File: src/pqls_pkg.sv
// Package with the register map, field layout and carrier types of the port status register bank.
package pqls_pkg;

  // ********************************************************************
  // Register map.
  // ********************************************************************
  localparam int ADR_W = 16;
  localparam int DAT_W = 32;
  localparam logic [11:0] CTRL_OFS = 12'h020;
  localparam logic [11:0] STAT_OFS = 12'h030;
  localparam logic [3:0] PHY_PAGE = 4'h1;
  localparam logic [2:0] FIRST_PORT = 3'h1;
  localparam int NPORT_DEF = 7;
  localparam logic [6:0] PHY_MASK_DEF = 7'h1f;

  // ********************************************************************
  // Control byte layout and reset values.
  // ********************************************************************
  localparam int TAIL_BIT = 2;
  localparam int SPLIT_LSB = 0;
  localparam int SPLIT_MSB = 1;
  localparam logic TAIL_RST = 1'h0;
  localparam logic [1:0] SPLIT_RST = 2'h0;

  // ********************************************************************
  // Status byte layout.
  // ********************************************************************
  localparam int STAT_SPEED_LSB = 3;
  localparam int STAT_SPEED_MSB = 4;
  localparam int STAT_DUPLEX_BIT = 2;
  localparam int STAT_TXFC_BIT = 1;
  localparam int STAT_RXFC_BIT = 0;
  localparam logic [2:0] STAT_RSVD = 3'h0;

  // ********************************************************************
  // External port control bits that the status byte mirrors.
  // ********************************************************************
  localparam int EXT1_SPEED_BIT = 6;
  localparam int EXT0_SPEED_BIT = 4;
  localparam int EXT0_DUPLEX_BIT = 6;
  localparam int EXT0_TXFC_BIT = 5;
  localparam int EXT0_RXFC_BIT = 3;

  // ********************************************************************
  // Modes and carriers.
  // ********************************************************************
  typedef enum logic [1:0] {
    SPLIT_SINGLE,
    SPLIT_TWO,
    SPLIT_FOUR,
    SPLIT_RSVD
  } pqls_split_e;

  typedef enum logic [1:0] {
    SPEED_10,
    SPEED_100,
    SPEED_1000
  } pqls_speed_e;

  typedef struct packed {
    logic link_up;
    logic [1:0] speed;
    logic duplex;
    logic tx_fc_agreed;
    logic rx_fc_agreed;
    logic [1:0] adv_fc;
  } pqls_phy_s;

  typedef struct packed {
    logic [7:0] ctrl1;
    logic [7:0] ctrl0;
  } pqls_ext_s;

endpackage

File: src/pqls_regs.sv
// Per-port queue control and link status register bank with a classic Wishbone slave.
//
// Chosen here: the Wishbone interface to the registers.
`timescale 1ns/1ns
`default_nettype none

// Function
// - Writing 1 to a port's tail-tag bit enables tail tagging there and writing 0 disables it.
// - The two-bit queue split field resets to 00 and picks one, two or four queues, 11 reserved.
// - Each of ports 1 to 7 has an 8-bit status register at its per-port status offset.
// - On transceiver ports the speed field shows the real link speed, 00/01/10 = 10/100/1000.
// - On external MAC ports the speed field copies control 1 bit 6 and control 0 bit 4.
// - On external MAC ports the duplex bit copies control 0 bit 6, 1 meaning full duplex.
// - On transceiver ports the duplex bit shows the real link duplex, 1 meaning full duplex.
// - On external MAC ports the transmit flow-control bit copies control 0 bit 5.
// - On external MAC ports the receive flow-control bit copies control 0 bit 3.
// - On transceiver ports transmit flow control is 1 only if advertised, link up and agreed.
// - On transceiver ports receive flow control is 1 only if advertised, link up and agreed.
// - The transceiver register page exists only on transceiver ports, not external MAC ports.
module pqls_regs #(
  parameter int NPORT = pqls_pkg::NPORT_DEF,
  parameter logic [6:0] PHY_MASK = pqls_pkg::PHY_MASK_DEF
) (
  input wire logic clk_i,
  input wire logic rst_i,
  input wire logic cyc_i,
  input wire logic stb_i,
  input wire logic we_i,
  input wire logic [pqls_pkg::ADR_W-1:0] adr_i,
  input wire logic [3:0] sel_i,
  input wire logic [pqls_pkg::DAT_W-1:0] dat_i,
  output logic [pqls_pkg::DAT_W-1:0] dat_o,
  output logic ack_o,
  output logic err_o,
  input wire pqls_pkg::pqls_phy_s [NPORT:1] phy_i,
  input wire pqls_pkg::pqls_ext_s [NPORT:1] ext_i,
  output logic [NPORT:1] tail_tag_en_o,
  output logic [NPORT:1][1:0] queue_split_o
);

  // ********************************************************************
  // Status encoding.
  // ********************************************************************
  function automatic logic [7:0] phy_status(input pqls_pkg::pqls_phy_s p);
    logic fc_ok;
    fc_ok = (|p.adv_fc) & p.link_up;
    phy_status = {pqls_pkg::STAT_RSVD, p.speed, p.duplex,
                  fc_ok & p.tx_fc_agreed, fc_ok & p.rx_fc_agreed};
  endfunction

  function automatic logic [7:0] ext_status(input pqls_pkg::pqls_ext_s e);
    ext_status = {pqls_pkg::STAT_RSVD,
                  e.ctrl1[pqls_pkg::EXT1_SPEED_BIT],
                  e.ctrl0[pqls_pkg::EXT0_SPEED_BIT],
                  e.ctrl0[pqls_pkg::EXT0_DUPLEX_BIT],
                  e.ctrl0[pqls_pkg::EXT0_TXFC_BIT],
                  e.ctrl0[pqls_pkg::EXT0_RXFC_BIT]};
  endfunction

  localparam logic [2:0] LAST_PORT = 3'(NPORT);

  // ********************************************************************
  // Address decode.
  // ********************************************************************
  wire logic [2:0] acc_port;
  wire logic [2:0] acc_idx;
  wire logic [11:0] acc_ofs;
  wire logic port_ok;
  wire logic port_is_phy;
  wire logic hit_ctrl;
  wire logic hit_stat;
  wire logic hit_page;
  wire logic hit_any;
  wire logic req;
  wire logic wr_ctrl;
  wire logic rd_stat;
  wire logic [7:0] ctrl_byte;
  wire logic [7:0] stat_byte;
  wire logic [pqls_pkg::DAT_W-1:0] rd_mux;
  logic [NPORT:1][7:0] status;

  assign acc_port = adr_i[14:12];
  assign acc_ofs = adr_i[11:0];
  assign port_ok = ~adr_i[15] & (acc_port >= pqls_pkg::FIRST_PORT) & (acc_port <= LAST_PORT);
  assign acc_idx = port_ok ? acc_port : pqls_pkg::FIRST_PORT;
  assign port_is_phy = port_ok & PHY_MASK[acc_port - pqls_pkg::FIRST_PORT];
  assign hit_ctrl = port_ok & (acc_ofs == pqls_pkg::CTRL_OFS);
  assign hit_stat = port_ok & (acc_ofs == pqls_pkg::STAT_OFS);
  assign hit_page = port_is_phy & (acc_ofs[11:8] == pqls_pkg::PHY_PAGE);
  assign hit_any = hit_ctrl | hit_stat | hit_page;
  assign req = cyc_i & stb_i & ~ack_o & ~err_o;
  assign wr_ctrl = cyc_i & stb_i & ack_o & we_i & sel_i[0] & hit_ctrl;
  assign rd_stat = req & ~we_i & hit_stat;

  // ********************************************************************
  // Per-port status bytes.
  // ********************************************************************
  for (genvar p = 1; p <= NPORT; p++) begin : g_port
    always_comb begin
      if (PHY_MASK[p-1]) begin
        status[p] = phy_status(phy_i[p]);
      end else begin
        status[p] = ext_status(ext_i[p]);
      end
    end
  end

  // ********************************************************************
  // Read selection.
  // ********************************************************************
  assign ctrl_byte = {5'h00, tail_tag_en_o[acc_idx], queue_split_o[acc_idx]};
  assign stat_byte = status[acc_idx];
  assign rd_mux = hit_ctrl ? {24'h000000, ctrl_byte} :
                  hit_stat ? {24'h000000, stat_byte} : 32'h00000000;

  // ********************************************************************
  // Bus answer.
  // ********************************************************************
  always_ff @(posedge clk_i) begin
    if (rst_i) begin
      ack_o <= 1'h0;
      err_o <= 1'h0;
      dat_o <= 32'h00000000;
    end else begin
      ack_o <= req & hit_any;
      err_o <= req & ~hit_any;
      if (req) begin
        dat_o <= we_i ? 32'h00000000 : rd_mux;
      end
    end
  end

  // ********************************************************************
  // Control registers.
  // ********************************************************************
  always_ff @(posedge clk_i) begin
    if (rst_i) begin
      tail_tag_en_o <= {NPORT{pqls_pkg::TAIL_RST}};
      queue_split_o <= {NPORT{pqls_pkg::SPLIT_RST}};
    end else if (wr_ctrl) begin
      tail_tag_en_o[acc_idx] <= dat_i[pqls_pkg::TAIL_BIT];
      queue_split_o[acc_idx] <= dat_i[pqls_pkg::SPLIT_MSB:pqls_pkg::SPLIT_LSB];
    end
  end

  // ********************************************************************
  // Checks.
  // ********************************************************************
  a_tail_tag_write: assert property (
    @(posedge clk_i) disable iff (rst_i)
    wr_ctrl |=> tail_tag_en_o[$past(acc_port)] == $past(dat_i[pqls_pkg::TAIL_BIT]))
    else $error("Tail tag bit did not follow the write.");

  a_split_reset_value: assert property (
    @(posedge clk_i)
    rst_i |=> (queue_split_o == '0) && (tail_tag_en_o == '0))
    else $error("Control fields not cleared by reset.");

  a_split_write: assert property (
    @(posedge clk_i) disable iff (rst_i)
    wr_ctrl |=> queue_split_o[$past(acc_port)] == $past(dat_i[1:0]))
    else $error("Queue split field did not follow the write.");

  a_status_answer: assert property (
    @(posedge clk_i) disable iff (rst_i)
    (req && hit_stat) |=> ack_o && !err_o ##1 !ack_o)
    else $error("Status access not acknowledged for one cycle.");

  a_phy_speed: assert property (
    @(posedge clk_i) disable iff (rst_i)
    (rd_stat && port_is_phy) |=> dat_o[4:3] == $past(phy_i[acc_port].speed))
    else $error("Transceiver speed field wrong.");

  a_ext_speed: assert property (
    @(posedge clk_i) disable iff (rst_i)
    (rd_stat && !port_is_phy) |=>
      dat_o[4:3] == {$past(ext_i[acc_port].ctrl1[6]), $past(ext_i[acc_port].ctrl0[4])})
    else $error("External port speed field wrong.");

  a_ext_duplex: assert property (
    @(posedge clk_i) disable iff (rst_i)
    (rd_stat && !port_is_phy) |=> dat_o[2] == $past(ext_i[acc_port].ctrl0[6]))
    else $error("External port duplex bit wrong.");

  a_phy_duplex: assert property (
    @(posedge clk_i) disable iff (rst_i)
    (rd_stat && port_is_phy) |=> dat_o[2] == $past(phy_i[acc_port].duplex))
    else $error("Transceiver duplex bit wrong.");

  a_ext_tx_fc: assert property (
    @(posedge clk_i) disable iff (rst_i)
    (rd_stat && !port_is_phy) |=> dat_o[1] == $past(ext_i[acc_port].ctrl0[5]))
    else $error("External port transmit flow control bit wrong.");

  a_ext_rx_fc: assert property (
    @(posedge clk_i) disable iff (rst_i)
    (rd_stat && !port_is_phy) |=> dat_o[0] == $past(ext_i[acc_port].ctrl0[3]))
    else $error("External port receive flow control bit wrong.");

  a_phy_tx_fc: assert property (
    @(posedge clk_i) disable iff (rst_i)
    (rd_stat && port_is_phy) |=> dat_o[1] == ($past(|phy_i[acc_port].adv_fc) &&
      $past(phy_i[acc_port].link_up) && $past(phy_i[acc_port].tx_fc_agreed)))
    else $error("Transceiver transmit flow control bit wrong.");

  a_phy_rx_fc: assert property (
    @(posedge clk_i) disable iff (rst_i)
    (rd_stat && port_is_phy) |=> dat_o[0] == ($past(|phy_i[acc_port].adv_fc) &&
      $past(phy_i[acc_port].link_up) && $past(phy_i[acc_port].rx_fc_agreed)))
    else $error("Transceiver receive flow control bit wrong.");

  a_page_ext_refused: assert property (
    @(posedge clk_i) disable iff (rst_i)
    (req && port_ok && !port_is_phy && acc_ofs[11:8] == 4'h1) |=> err_o && !ack_o)
    else $error("Transceiver page answered on an external port.");

  a_status_read_only: assert property (
    @(posedge clk_i) disable iff (rst_i)
    (rd_stat |=> dat_o[31:5] == 27'h0000000) and
    ((req && we_i && hit_stat) |=> ##1 $stable(tail_tag_en_o) && $stable(queue_split_o)))
    else $error("Status register not read only.");

  // ********************************************************************
  // Bus protocol checks.
  // ********************************************************************
  a_ack_pulse_once: assert property (
    @(posedge clk_i) disable iff (rst_i)
    ack_o |=> !ack_o)
    else $error("Acknowledge stood longer than one cycle.");

  a_err_pulse_once: assert property (
    @(posedge clk_i) disable iff (rst_i)
    err_o |=> !err_o)
    else $error("Error stood longer than one cycle.");

  a_ack_err_apart: assert property (
    @(posedge clk_i) disable iff (rst_i)
    !(ack_o && err_o))
    else $error("Acknowledge and error raised together.");

  a_bus_idle_reset: assert property (
    @(posedge clk_i)
    rst_i |=> !ack_o && !err_o && (dat_o == '0))
    else $error("Bus outputs not cleared by reset.");

  a_ack_needs_req: assert property (
    @(posedge clk_i) disable iff (rst_i)
    ack_o |-> $past(req))
    else $error("Acknowledge without a request.");

  a_err_needs_req: assert property (
    @(posedge clk_i) disable iff (rst_i)
    err_o |-> $past(req))
    else $error("Error without a request.");

  a_unmapped_refused: assert property (
    @(posedge clk_i) disable iff (rst_i)
    (req && !hit_any) |=> err_o && !ack_o)
    else $error("Unmapped access not refused.");

  a_mapped_acked: assert property (
    @(posedge clk_i) disable iff (rst_i)
    (req && hit_any) |=> ack_o && !err_o)
    else $error("Mapped access not acknowledged.");

  a_no_answer_idle: assert property (
    @(posedge clk_i) disable iff (rst_i)
    !(cyc_i && stb_i) |=> !ack_o && !err_o)
    else $error("Answer given with no request.");

  a_dat_holds: assert property (
    @(posedge clk_i) disable iff (rst_i)
    !req |=> $stable(dat_o))
    else $error("Read data changed between accesses.");

  a_ack_upper_zero: assert property (
    @(posedge clk_i) disable iff (rst_i)
    ack_o |-> dat_o[31:8] == 24'h000000)
    else $error("Upper read data bits not zero.");

  // ********************************************************************
  // Control register checks.
  // ********************************************************************
  a_ctrl_read_value: assert property (
    @(posedge clk_i) disable iff (rst_i)
    (req && !we_i && hit_ctrl) |=>
      dat_o[2:0] == {tail_tag_en_o[$past(acc_idx)], queue_split_o[$past(acc_idx)]})
    else $error("Control byte read back wrong.");

  a_ctrl_upper_zero: assert property (
    @(posedge clk_i) disable iff (rst_i)
    (req && !we_i && hit_ctrl) |=> dat_o[31:3] == '0)
    else $error("Unused control bits not zero.");

  a_tail_tag_clear: assert property (
    @(posedge clk_i) disable iff (rst_i)
    (wr_ctrl && !dat_i[2]) |=> !tail_tag_en_o[$past(acc_idx)])
    else $error("Tail tag not cleared by a zero write.");

  a_split_reserved_kept: assert property (
    @(posedge clk_i) disable iff (rst_i)
    (wr_ctrl && dat_i[1:0] == 2'h3) |=> queue_split_o[$past(acc_idx)] == 2'h3)
    else $error("Reserved split value not stored.");

  a_sel_gates_write: assert property (
    @(posedge clk_i) disable iff (rst_i)
    (cyc_i && stb_i && ack_o && we_i && hit_ctrl && !sel_i[0]) |=>
      $stable(tail_tag_en_o) && $stable(queue_split_o))
    else $error("Control changed by a write without byte select.");

  a_ctrl_only_on_write: assert property (
    @(posedge clk_i) disable iff (rst_i)
    !wr_ctrl |=> $stable(tail_tag_en_o) && $stable(queue_split_o))
    else $error("Control changed without a write.");

  a_read_no_effect: assert property (
    @(posedge clk_i) disable iff (rst_i)
    (req && !we_i) |=> ##1 $stable(tail_tag_en_o) && $stable(queue_split_o))
    else $error("Control changed by a read.");

  a_err_no_effect: assert property (
    @(posedge clk_i) disable iff (rst_i)
    (req && !hit_any) |=> ##1 $stable(tail_tag_en_o) && $stable(queue_split_o))
    else $error("Control changed by a refused access.");

  // ********************************************************************
  // Status and page checks.
  // ********************************************************************
  a_status_rsvd_zero: assert property (
    @(posedge clk_i) disable iff (rst_i)
    port_ok |-> stat_byte[7:5] == 3'h0)
    else $error("Reserved status bits not zero.");

  a_phy_fc_needs_link: assert property (
    @(posedge clk_i) disable iff (rst_i)
    (rd_stat && port_is_phy && !phy_i[acc_idx].link_up) |=> dat_o[1:0] == 2'h0)
    else $error("Flow control shown with link down.");

  a_phy_fc_needs_adv: assert property (
    @(posedge clk_i) disable iff (rst_i)
    (rd_stat && port_is_phy && phy_i[acc_idx].adv_fc == 2'h0) |=> dat_o[1:0] == 2'h0)
    else $error("Flow control shown while not advertised.");

  a_page_reads_zero: assert property (
    @(posedge clk_i) disable iff (rst_i)
    (req && !we_i && hit_page) |=> ack_o && (dat_o == '0))
    else $error("Transceiver page read not zero.");

  a_write_reads_zero: assert property (
    @(posedge clk_i) disable iff (rst_i)
    (req && we_i) |=> dat_o == '0)
    else $error("Write answer carried data.");

endmodule

`default_nettype wire

File: config.mk
export PLATFORM = sky130hd
export DESIGN_NAME = pqls_regs
export DESIGN_NICKNAME = d
export VERILOG_FILES = /design/src/pqls_pkg.sv /design/src/pqls_regs.sv
export SDC_FILE = /design/constraint.sdc
export NUM_CORES = 1
export LEC_CHECK = 0
export BUFFER_PORTS_ARGS = -buffer_cell sky130_fd_sc_hd__buf_4
export CORE_AREA = 5 5 106 108
export DETAILED_ROUTE_END_ITERATION = 6
export DIE_AREA = 0 0 111 113
export PLACE_DENSITY_LB_ADDON = 0.05
export SYNTH_ARGS = -nofsm -noshare
export SYNTH_HDL_FRONTEND = slang
export SYNTH_SLANG_ARGS = --single-unit
File: constraint.sdc
create_clock -name clk_i -period 1.9 [get_ports clk_i]
set_input_delay 0.285 -clock clk_i [delete_from_list [all_inputs] [get_ports clk_i]]
set_output_delay 0.285 -clock clk_i [all_outputs]
set_load 0.05 [all_outputs]
==> results of run 1 <==
## stage by stage
step	setup TNS, ns	power (mW)	setup WS [ns]	std cells
floorplan	0	0.871	0.0510	251
global placement	-1.90	1.04	-0.147	487
detailed placement	-2.01	1.05	-0.146	487
CTS	0	1.43	0.0332	491
global route	-0.0323	1.48	-0.0198	491
finish	0	1.41	0.0825	492
## critical path: cells and delay by family, from the launching register on
kind | cells | cell delay (ns)
flops | 1 | 0.34
simple gates | 3 | 0.89
compound gates | 2 | 0.54
## cell families (layout without fill, tap and decap cells)
family                 after synthesis  after routing  synth area share
buffers and inverters               40            144             0.125
multiplexers                        30             30             0.161
other                                1             28           0.00182
flip-flops                          28             28             0.272
AO/OA/AOI/OAI                       37             37             0.153
AND/OR/NAND/NOR                     89             89             0.287
## cell type report
type                            instances  area, um2
Fill cell                            1120       6960
Timing Repair Buffer                  136       1020
Sequential cell                        28        562
Clock buffer                            4       55.1
Tap cell                              136        170
Inverter                                4       15.0
Multi-Input combinational cell        183       1350
Antenna cell                            1       2.50
## power breakdown
| part | internal (mW) | total, mW | leakage [nW] | switching [mW] |
|---|---|---|---|---|
| registers | 0.587 | 0.588 | 0.226 | 0.000681 |
| clock network | 0.186 | 0.380 | 0.0288 | 0.194 |
| logic | 0.179 | 0.441 | 1.16 | 0.262 |
## flip-flops by register name, summed over array words and instances, names as in the netlist
register and flops:
ack_o 1, tail_tag_en_o 7, queue_split_o 14, err_o 1, dat_o 5
## layout by cell type, fill, tap and decap left out, types with 2 or more instances in the layout
master | Yosys | final
mux2i_1 | 23 | 23
a32o_1 | 2 | 2
nand4b_1 | 3 | 3
clkbuf_8 | 0 | 4
o21ai_0 | 5 | 5
inv_1 | 4 | 4
a311oi_1 | 2 | 2
buf_4 | 28 | 136
o2111ai_1 | 4 | 4
nand3_1 | 8 | 8
nor4_4 | 7 | 7
or2_0 | 2 | 2
dfxtp_1 | 28 | 27
o32a_1 | 2 | 2
conb_1 | 1 | 27
mux4_2 | 2 | 2
o22ai_1 | 6 | 6
nor2_1 | 36 | 36
nor2b_1 | 2 | 2
o211ai_1 | 2 | 2
nand4bb_1 | 2 | 2
nand2_1 | 12 | 12
nor3_1 | 3 | 3
mux2_2 | 5 | 5
## routing by layer
metal / GRT usage / vias up / share of wire
met4: 0.0197 / 0 / 0.0049
met3: 0.0481 / 2 / 0.096
met1: 0.179 / 956 / 0.49
li1: - / 1041 / -
met5: 0 / - / 0
met2: 0.186 / 87 / 0.41
## what timing repair did
action | 4_1_cts | 5_1_grt
resized for setup | 1 | 0
setup endpoints to repair | 2 | 2
pin swaps | 0 | 0
## worst max-delay path by stage
stage | to | slack [ns]
finish | dat_o[0] | 0.08
global route | dat_o[0] | -0.02
CTS | dat_o[0] | 0.03
detailed placement | tail_tag_en_o[5] | -0.15
global placement | tail_tag_en_o[5] | -0.15
floorplan | dat_o[0] | 0.05
==> flow_summary.yaml, run 1 <==
synth:
  synth_warnings: 0
  synthArstFlopShare: 0
  yosysTopAreaCell: "dfxtp_1"
  synth.top_cells.by_count: "36 x nor2_1, 28 x buf_4, 28 x dfxtp_1"
  yosysMostFrequentCell: "nor2_1"
  ys_seq_elements: 28
  ys_seq_area_frac: 0.272
  yosys-top-cells-area: "dfxtp_1 27%, mux2i_1 11%, buf_4 10%"
  ys_types: 54
  yosys.area.top_type_share: 0.272
  syn_inst: 225
  ys.flop_type: "dfxtp_1"
  syn-cell-area_um2: 2060
  avgSynthCellArea_um2: 9.17
  synth_edf_count: 0
critical_path:
  r2r_cells: 5
  cpMaxStageDelayCell: "or3_1"
  reg2reg_slack_ns: 0.08
  crit_fanout: 3
  worstPathArrival_ns: 2.05
  crit_type: "flip-flop to flip-flop"
  critPathLaunch: "ack_o"
  crit_chain: "nor4bb_2, nand2_1, or3_1, a311oi_1, a221o_1"
  required_ns: 2.13
  timing.rr.start: "ack_o"
  reg2reg_to: "dat_o[0]"
  end_kind: "flip-flop"
  startpoint_type: "flip-flop"
  cpPeakStageDelay_ns: 0.38
global_route:
  grt_antenna_before_repair: 0
  grt_remaining_overflow: 0
  grt_pass1_vias: 2208
  grt_first_pass_wirelength_mm: 12.5
  globalRouteTotalUtil: 0.127
  grt_max_degree: 24
cts:
  cts_buffer_depth: 2
  cts_hold_buf: 0
  ctsRootBufferMaster: "clkbuf_8"
  cts_setup_buffers: 0
  clkLatencyLatePin_ns: 0.28
  cts_buffers: 3
  cts_tree: "done"
  clk_pin_slew_ns: 0.10
  cts-htree-levels: 1
  clock-sinks: 28
route:
  wl_mm: 8.22
  wl_per_cell_um: 16.7
  drc: 0
  detail-route-antenna-nets: 0
  dr.pass1.iters: 4
  vias_per_cell: 4.24
  num_vias: 2086
  dr.first_iter.drc_count: 71
min_path:
  whs_path_depth: 3
  hold_start: "dat_i[1]"
  hp-class: "primary input to flip-flop"
  min_to: "queue_split_o[3]"
sta:
  maxClockFrequency_mhz: 550
  period_share: 0.957
  finalClockSkew_ns: 0.00529
  hold_viol: 0
  finalSetupViolations: 0
  rsz0062_at_grt: "yes"
  holdWs_ns: 0.319
  period_needed_ns: 1.82
  maxSlewViolCount: 0
outcome:
  status: "finished, final reports clean"
die:
  rows: 37
  die_h_um: 113
  ios: 280
  coreArea_um2: 10100
  initial_core_util: 0.204
  dieArea_um2: 12500
  die_w_um: 111
power_and_ir_drop:
  p_leak_nw: 1.41
  vdd_drop_max_uv: 262
  p_per_area_nw_per_um2: 444
cells_and_area:
  final_cell_area_um2: 3170
  areaGrowthSynthToFinish_pct: 53.9
  nNetsFinal: 581
  drive_gt1_frac: 0.465
  utilization: 0.313
placed_design:
  io_buffer_count: 102
  place_congestion: 0.729
  place_hpwl_mm: 7.05
  place_area_um2: 3110
flow_run:
  drv_cap: 0
Power figures use the tool's default switching activity.
==> run 2: changes to the inputs <==
CELL_PAD_IN_SITES_DETAIL_PLACEMENT = 0   (was unset)
CELL_PAD_IN_SITES_GLOBAL_PLACEMENT = 2   (was unset)
CORE_AREA = unset   (was 5 5 106 108)
CORE_MARGIN = 5   (was unset)
CORE_UTILIZATION = 12   (was unset)
DIE_AREA = unset   (was 0 0 111 113)
==> run 2 against run 1 <==
Largest cell class unchanged. Via count unchanged. Highest routed layer unchanged. Flip-flop and latch count unchanged. First-iteration DRC count fell by 8.5%. Die area up 59%. Final area rose by 8.6%. Non-clock buffer count up 9. Core utilization fell by 11 points. Total power increased by 14%. Count of clock-buffer cells in the layout is the same. Critical endpoint is now dat_o[1].
==> flow_summary.yaml, run 2 (synthesis results as in run 1) <==
outcome:
  status: "finished, final reports clean"
cts:
  cts_tree: "done"
  clock-sinks: 28
  cts_buffer_depth: 2
  cts_buffers: 3
  ctsRootBufferMaster: "clkbuf_16"
  cts-htree-levels: 1
  clkLatencyLatePin_ns: 0.27
  clk_pin_slew_ns: 0.07
  cts_hold_buf: 0
sta:
  rsz0062_at_grt: "no"
  maxSlewViolCount: 0
  fin_setup_tns_ns: 0
  period_share: 0.930
  maxClockFrequency_mhz: 566
  finalSetupViolations: 0
  period_needed_ns: 1.77
  hold_viol: 0
  finalClockSkew_ns: 0.00635
power_and_ir_drop:
  p_leak_nw: 1.49
  p_per_area_nw_per_um2: 466
  p_total_mw: 1.61
  vdd_drop_max_uv: 345
critical_path:
  worstPathArrival_ns: 1.98
  crit_fanout: 3
  end_kind: "flip-flop"
  crit_type: "flip-flop to flip-flop"
  startpoint_type: "flip-flop"
  required_ns: 2.12
cells_and_area:
  instances_no_fill: 589
  final_cell_area_um2: 3450
  multi_input_area_um2: 1370
  top_regs: "queue_split_o: 14 flops, tail_tag_en_o: 7 flops, dat_o: 5 flops"
  largest-register: "queue_split_o"
  nFillCells: 1937
  areaGrowthSynthToFinish_pct: 67.0
  nNetsFinal: 590
  final_cell_mix: "142 x buf_4, 36 x nor2_1, 27 x conb_1, 27 x dfxtp_1, 23 x mux2i_1"
  regArea_um2: 562
  largest_register_ffs: 14
  diodes: 0
  layout_commonest_cell: "buf_4"
  utilization: 0.202
  drive_gt1_frac: 0.481
die:
  rows: 48
  dieArea_um2: 19900
  initial_core_util: 0.121
  die_h_um: 141
  ios: 280
  coreArea_um2: 17100
  die_w_um: 141
flow_run:
  drv_cap: 0
placed_design:
  place_area_um2: 3330
  dp_cells: 585
  place_congestion: 0.680
  io_buffer_count: 102
  place_hpwl_mm: 8.19
route:
  dr.pass1.iters: 4
  drc: 0
  wl_per_cell_um: 16.2
  vias_per_cell: 3.54
  dr.first_iter.drc_count: 65
  num_vias: 2086
  wl_mm: 9.54
  detail-route-antenna-nets: 0
global_route:
  globalRouteTotalUtil: 0.0929
  grt_remaining_overflow: 0
  grt_first_pass_wirelength_mm: 14.1
  grt_pass1_vias: 2351
  grt_antenna_before_repair: 0
  grt_max_degree: 24
min_path:
  hp-class: "primary input to flip-flop"
[run 2: cell count changes in the layout (fill, tap and decap cells not counted), sizes merged]
cell	before	now
buf	136	145
diode	1	0
[run 2: final timing paths]
path	depth (start not counted)	endpoint	slack, ns	from
min	3	queue_split_o[13]	0.33	dat_i[1]
max reg2reg	7	dat_o[1]	0.13	ack_o
max	7	dat_o[1]	0.13	ack_o
min reg2reg	1	dat_o[4]	0.48	dat_o[4]
[run 2: stage by stage]
| step | worst slack (ns) | hold slack, ns |
|---|---|---|
| finish | 0.132 | 0.331 |
| global route | 0.00227 | 0.342 |
| CTS | 0.0684 | 0.333 |
| global placement | -0.177 | 0.458 |
| detailed placement | -0.181 | 0.466 |
| floorplan | 0.0510 | 0.357 |
[run 2: worst max-delay path, cell delays in order (launching register included)]
cell,delay [ns]
dfxtp_2,0.33
nor4bb_2,0.27
buf_4,0.15
nand2_1,0.09
or3_4,0.37
a311oi_1,0.26
buf_4,0.16
a211o_1,0.08
[run 2: timing repair]
action / in CTS / in global routing
setup buffers: 0 / 0
resized for setup: 0 / 4
endpoints found under the setup margin: 0 / 3
hold endpoints to repair: 0 / 0
[run 2: area by class of cell]
| type | instances | area share |
|---|---|---|
| Clock buffer | 4 | 0.0258 |
| Sequential cell | 28 | 0.163 |
| Timing Repair Buffer | 145 | 0.327 |
| Inverter | 4 | 0.00436 |
| Multi-Input combinational cell | 183 | 0.398 |
| Tap cell | 225 | 0.0817 |
[run 2: per-layer routing]
layer,up-vias,global-route usage,wire [um]
met5,-,0,0
met4,0,0.0214,84
met3,5,0.0248,763
met2,76,0.146,4280
met1,946,0.127,4420
li1,1059,-,-
[run 2: report_power, final]
| group | leakage [nW] | internal, mW | switching (mW) |
|---|---|---|---|
| logic | 1.22 | 0.196 | 0.273 |
| registers | 0.226 | 0.587 | 0.000684 |
| clock network | 0.0442 | 0.324 | 0.224 |
==> run 3: changes to the inputs <==
==> constraint.sdc (replaced) <==
create_clock -name clk_i -period 1.9 [get_ports clk_i]
set_input_delay 0.19 -clock clk_i [delete_from_list [all_inputs] [get_ports clk_i]]
set_output_delay 0.19 -clock clk_i [all_outputs]
set_load 0.05 [all_outputs]
==> run 3 against run 2 <==
Setup slack lost 0.012 ns. Core utilization shrank 0.44 points. Clock power decreased by 9.3%. Combinational power decreased by 2%. Sequential share of layout area rose by 0.36 points. Non-clock buffer count decreased by 4. Worst hold slack worse by 0.085 ns. Sequential power barely moved.
==> flow_summary.yaml, run 3 (synthesis results as in run 1) <==
route:
  wl_per_cell_um: 16.4
  wl_mm: 9.57
  vias_per_cell: 3.56
  num_vias: 2079
  detail-route-antenna-nets: 0
  dr.pass1.iters: 4
  drc: 0
  dr.first_iter.drc_count: 54
cts:
  cts_hold_buf: 0
  cts_buffer_depth: 2
  clock-sinks: 28
  cts-htree-levels: 1
  cts_setup_buffers: 0
  cts_buffers: 3
  clk_pin_slew_ns: 0.07
  clkLatencyLatePin_ns: 0.27
  cts_tree: "done"
  ctsRootBufferMaster: "clkbuf_16"
critical_path:
  worstPathArrival_ns: 1.99
  reg2reg_slack_ns: 0.12
  crit_type: "flip-flop to flip-flop"
  crit_fanout: 3
  cpMaxStageDelayCell: "or3_4"
  r2r_cells: 7
  required_ns: 2.11
  end_kind: "flip-flop"
  path_common_cell: "buf_4"
  crit_chain: "nor4bb_1, buf_4, nand2_1, buf_4, or3_4, nor3_2, a221o_1"
  cpPeakStageDelay_ns: 0.36
  startpoint_type: "flip-flop"
cells_and_area:
  diodes: 0
  nNetsFinal: 586
  instances_no_fill: 584
  utilization: 0.198
  largest_register_ffs: 14
  drive_gt1_frac: 0.474
  top_regs: "queue_split_o: 14 flops, tail_tag_en_o: 7 flops, dat_o: 5 flops"
  layout_commonest_cell: "buf_4"
  final_cell_area_um2: 3370
  largest-register: "queue_split_o"
  areaGrowthSynthToFinish_pct: 63.4
  nFillCells: 1955
  final_cell_mix: "140 x buf_4, 36 x nor2_1, 27 x conb_1, 27 x dfxtp_1, 23 x mux2i_1"
global_route:
  grt_remaining_overflow: 0
  globalRouteTotalUtil: 0.0945
  grt_pass1_vias: 2312
  grt_first_pass_wirelength_mm: 14.2
  grt_max_degree: 24
  grt_antenna_before_repair: 0
placed_design:
  place_congestion: 0.678
  place_area_um2: 3270
  dp_cells: 581
  place_hpwl_mm: 8.19
  io_buffer_count: 102
sta:
  finalClockSkew_ns: 0.00298
  hold_viol: 0
  period_needed_ns: 1.78
  holdWs_ns: 0.246
  maxClockFrequency_mhz: 562
  rsz0062_at_grt: "yes"
  finalSetupViolations: 0
  maxSlewViolCount: 0
  period_share: 0.937
die:
  dieArea_um2: 19900
  die_w_um: 141
  ios: 280
  die_h_um: 141
  initial_core_util: 0.121
  coreArea_um2: 17100
  rows: 48
flow_run:
  drv_cap: 0
power_and_ir_drop:
  p_per_area_nw_per_um2: 458
  vdd_drop_max_uv: 305
  p_leak_nw: 1.45
  p_total_mw: 1.54
min_path:
  whs_path_depth: 3
  hp-class: "primary input to flip-flop"
outcome:
  status: "finished, final reports clean"
[run 3: cell count changes in the layout (fill, tap and decap cells not counted), sizes merged]
cell	previous run	this run
buf	145	141
clkbuf	4	3
[run 3: worst paths after layout]
| path | endpoint | start |
|---|---|---|
| setup reg to reg | dat_o[0] | ack_o |
| hold reg to reg | dat_o[4] | dat_o[4] |
| setup / recovery | dat_o[0] | ack_o |
| hold / removal | queue_split_o[2] | dat_i[0] |
[run 3: through the flow]
step | TNS (ns) | setup slack, ns
finish | 0 | 0.120
global route | -0.00305 | -0.00305
CTS | 0 | 0.0612
detailed placement | -1.29 | -0.0968
global placement | -1.21 | -0.104
floorplan | 0 | 0.130
[run 3: layout make-up]
class,instances,area [um2],area share
multi-input combinational,183,1370,0.405
sequential,28,562,0.167
clock buffer,3,75.1,0.0223
tap,225,282,0.0835
timing repair buffer,141,1070,0.318
inverter,4,15.0,0.00445
[run 3: critical path: cells and delay by family, from the launching register on]
family                 cells  cell delay [ns]
AO/OA/AOI/OAI              1             0.16
buffers and inverters      2             0.31
flip-flops                 1             0.32
AND/OR/NAND/NOR            4             0.94
[run 3: per-layer routing]
layer / vias to the layer above / GRT usage / share of wire
met3: 6 / 0.0251 / 0.078
met4: 0 / 0.0214 / 0.0088
li1: 1048 / - / -
met5: - / 0 / 0
met2: 82 / 0.145 / 0.44
met1: 943 / 0.132 / 0.47
[run 3: what timing repair did]
action,4_1_cts,5_1_grt
resized for setup,0,3
endpoints found under the hold margin,0,0
setup endpoints to repair,0,2
[run 3: report_power, final]
group	internal [mW]	switching (mW)
clock network	0.280	0.217
registers	0.587	0.000619
logic	0.187	0.272
total	1.05	0.490
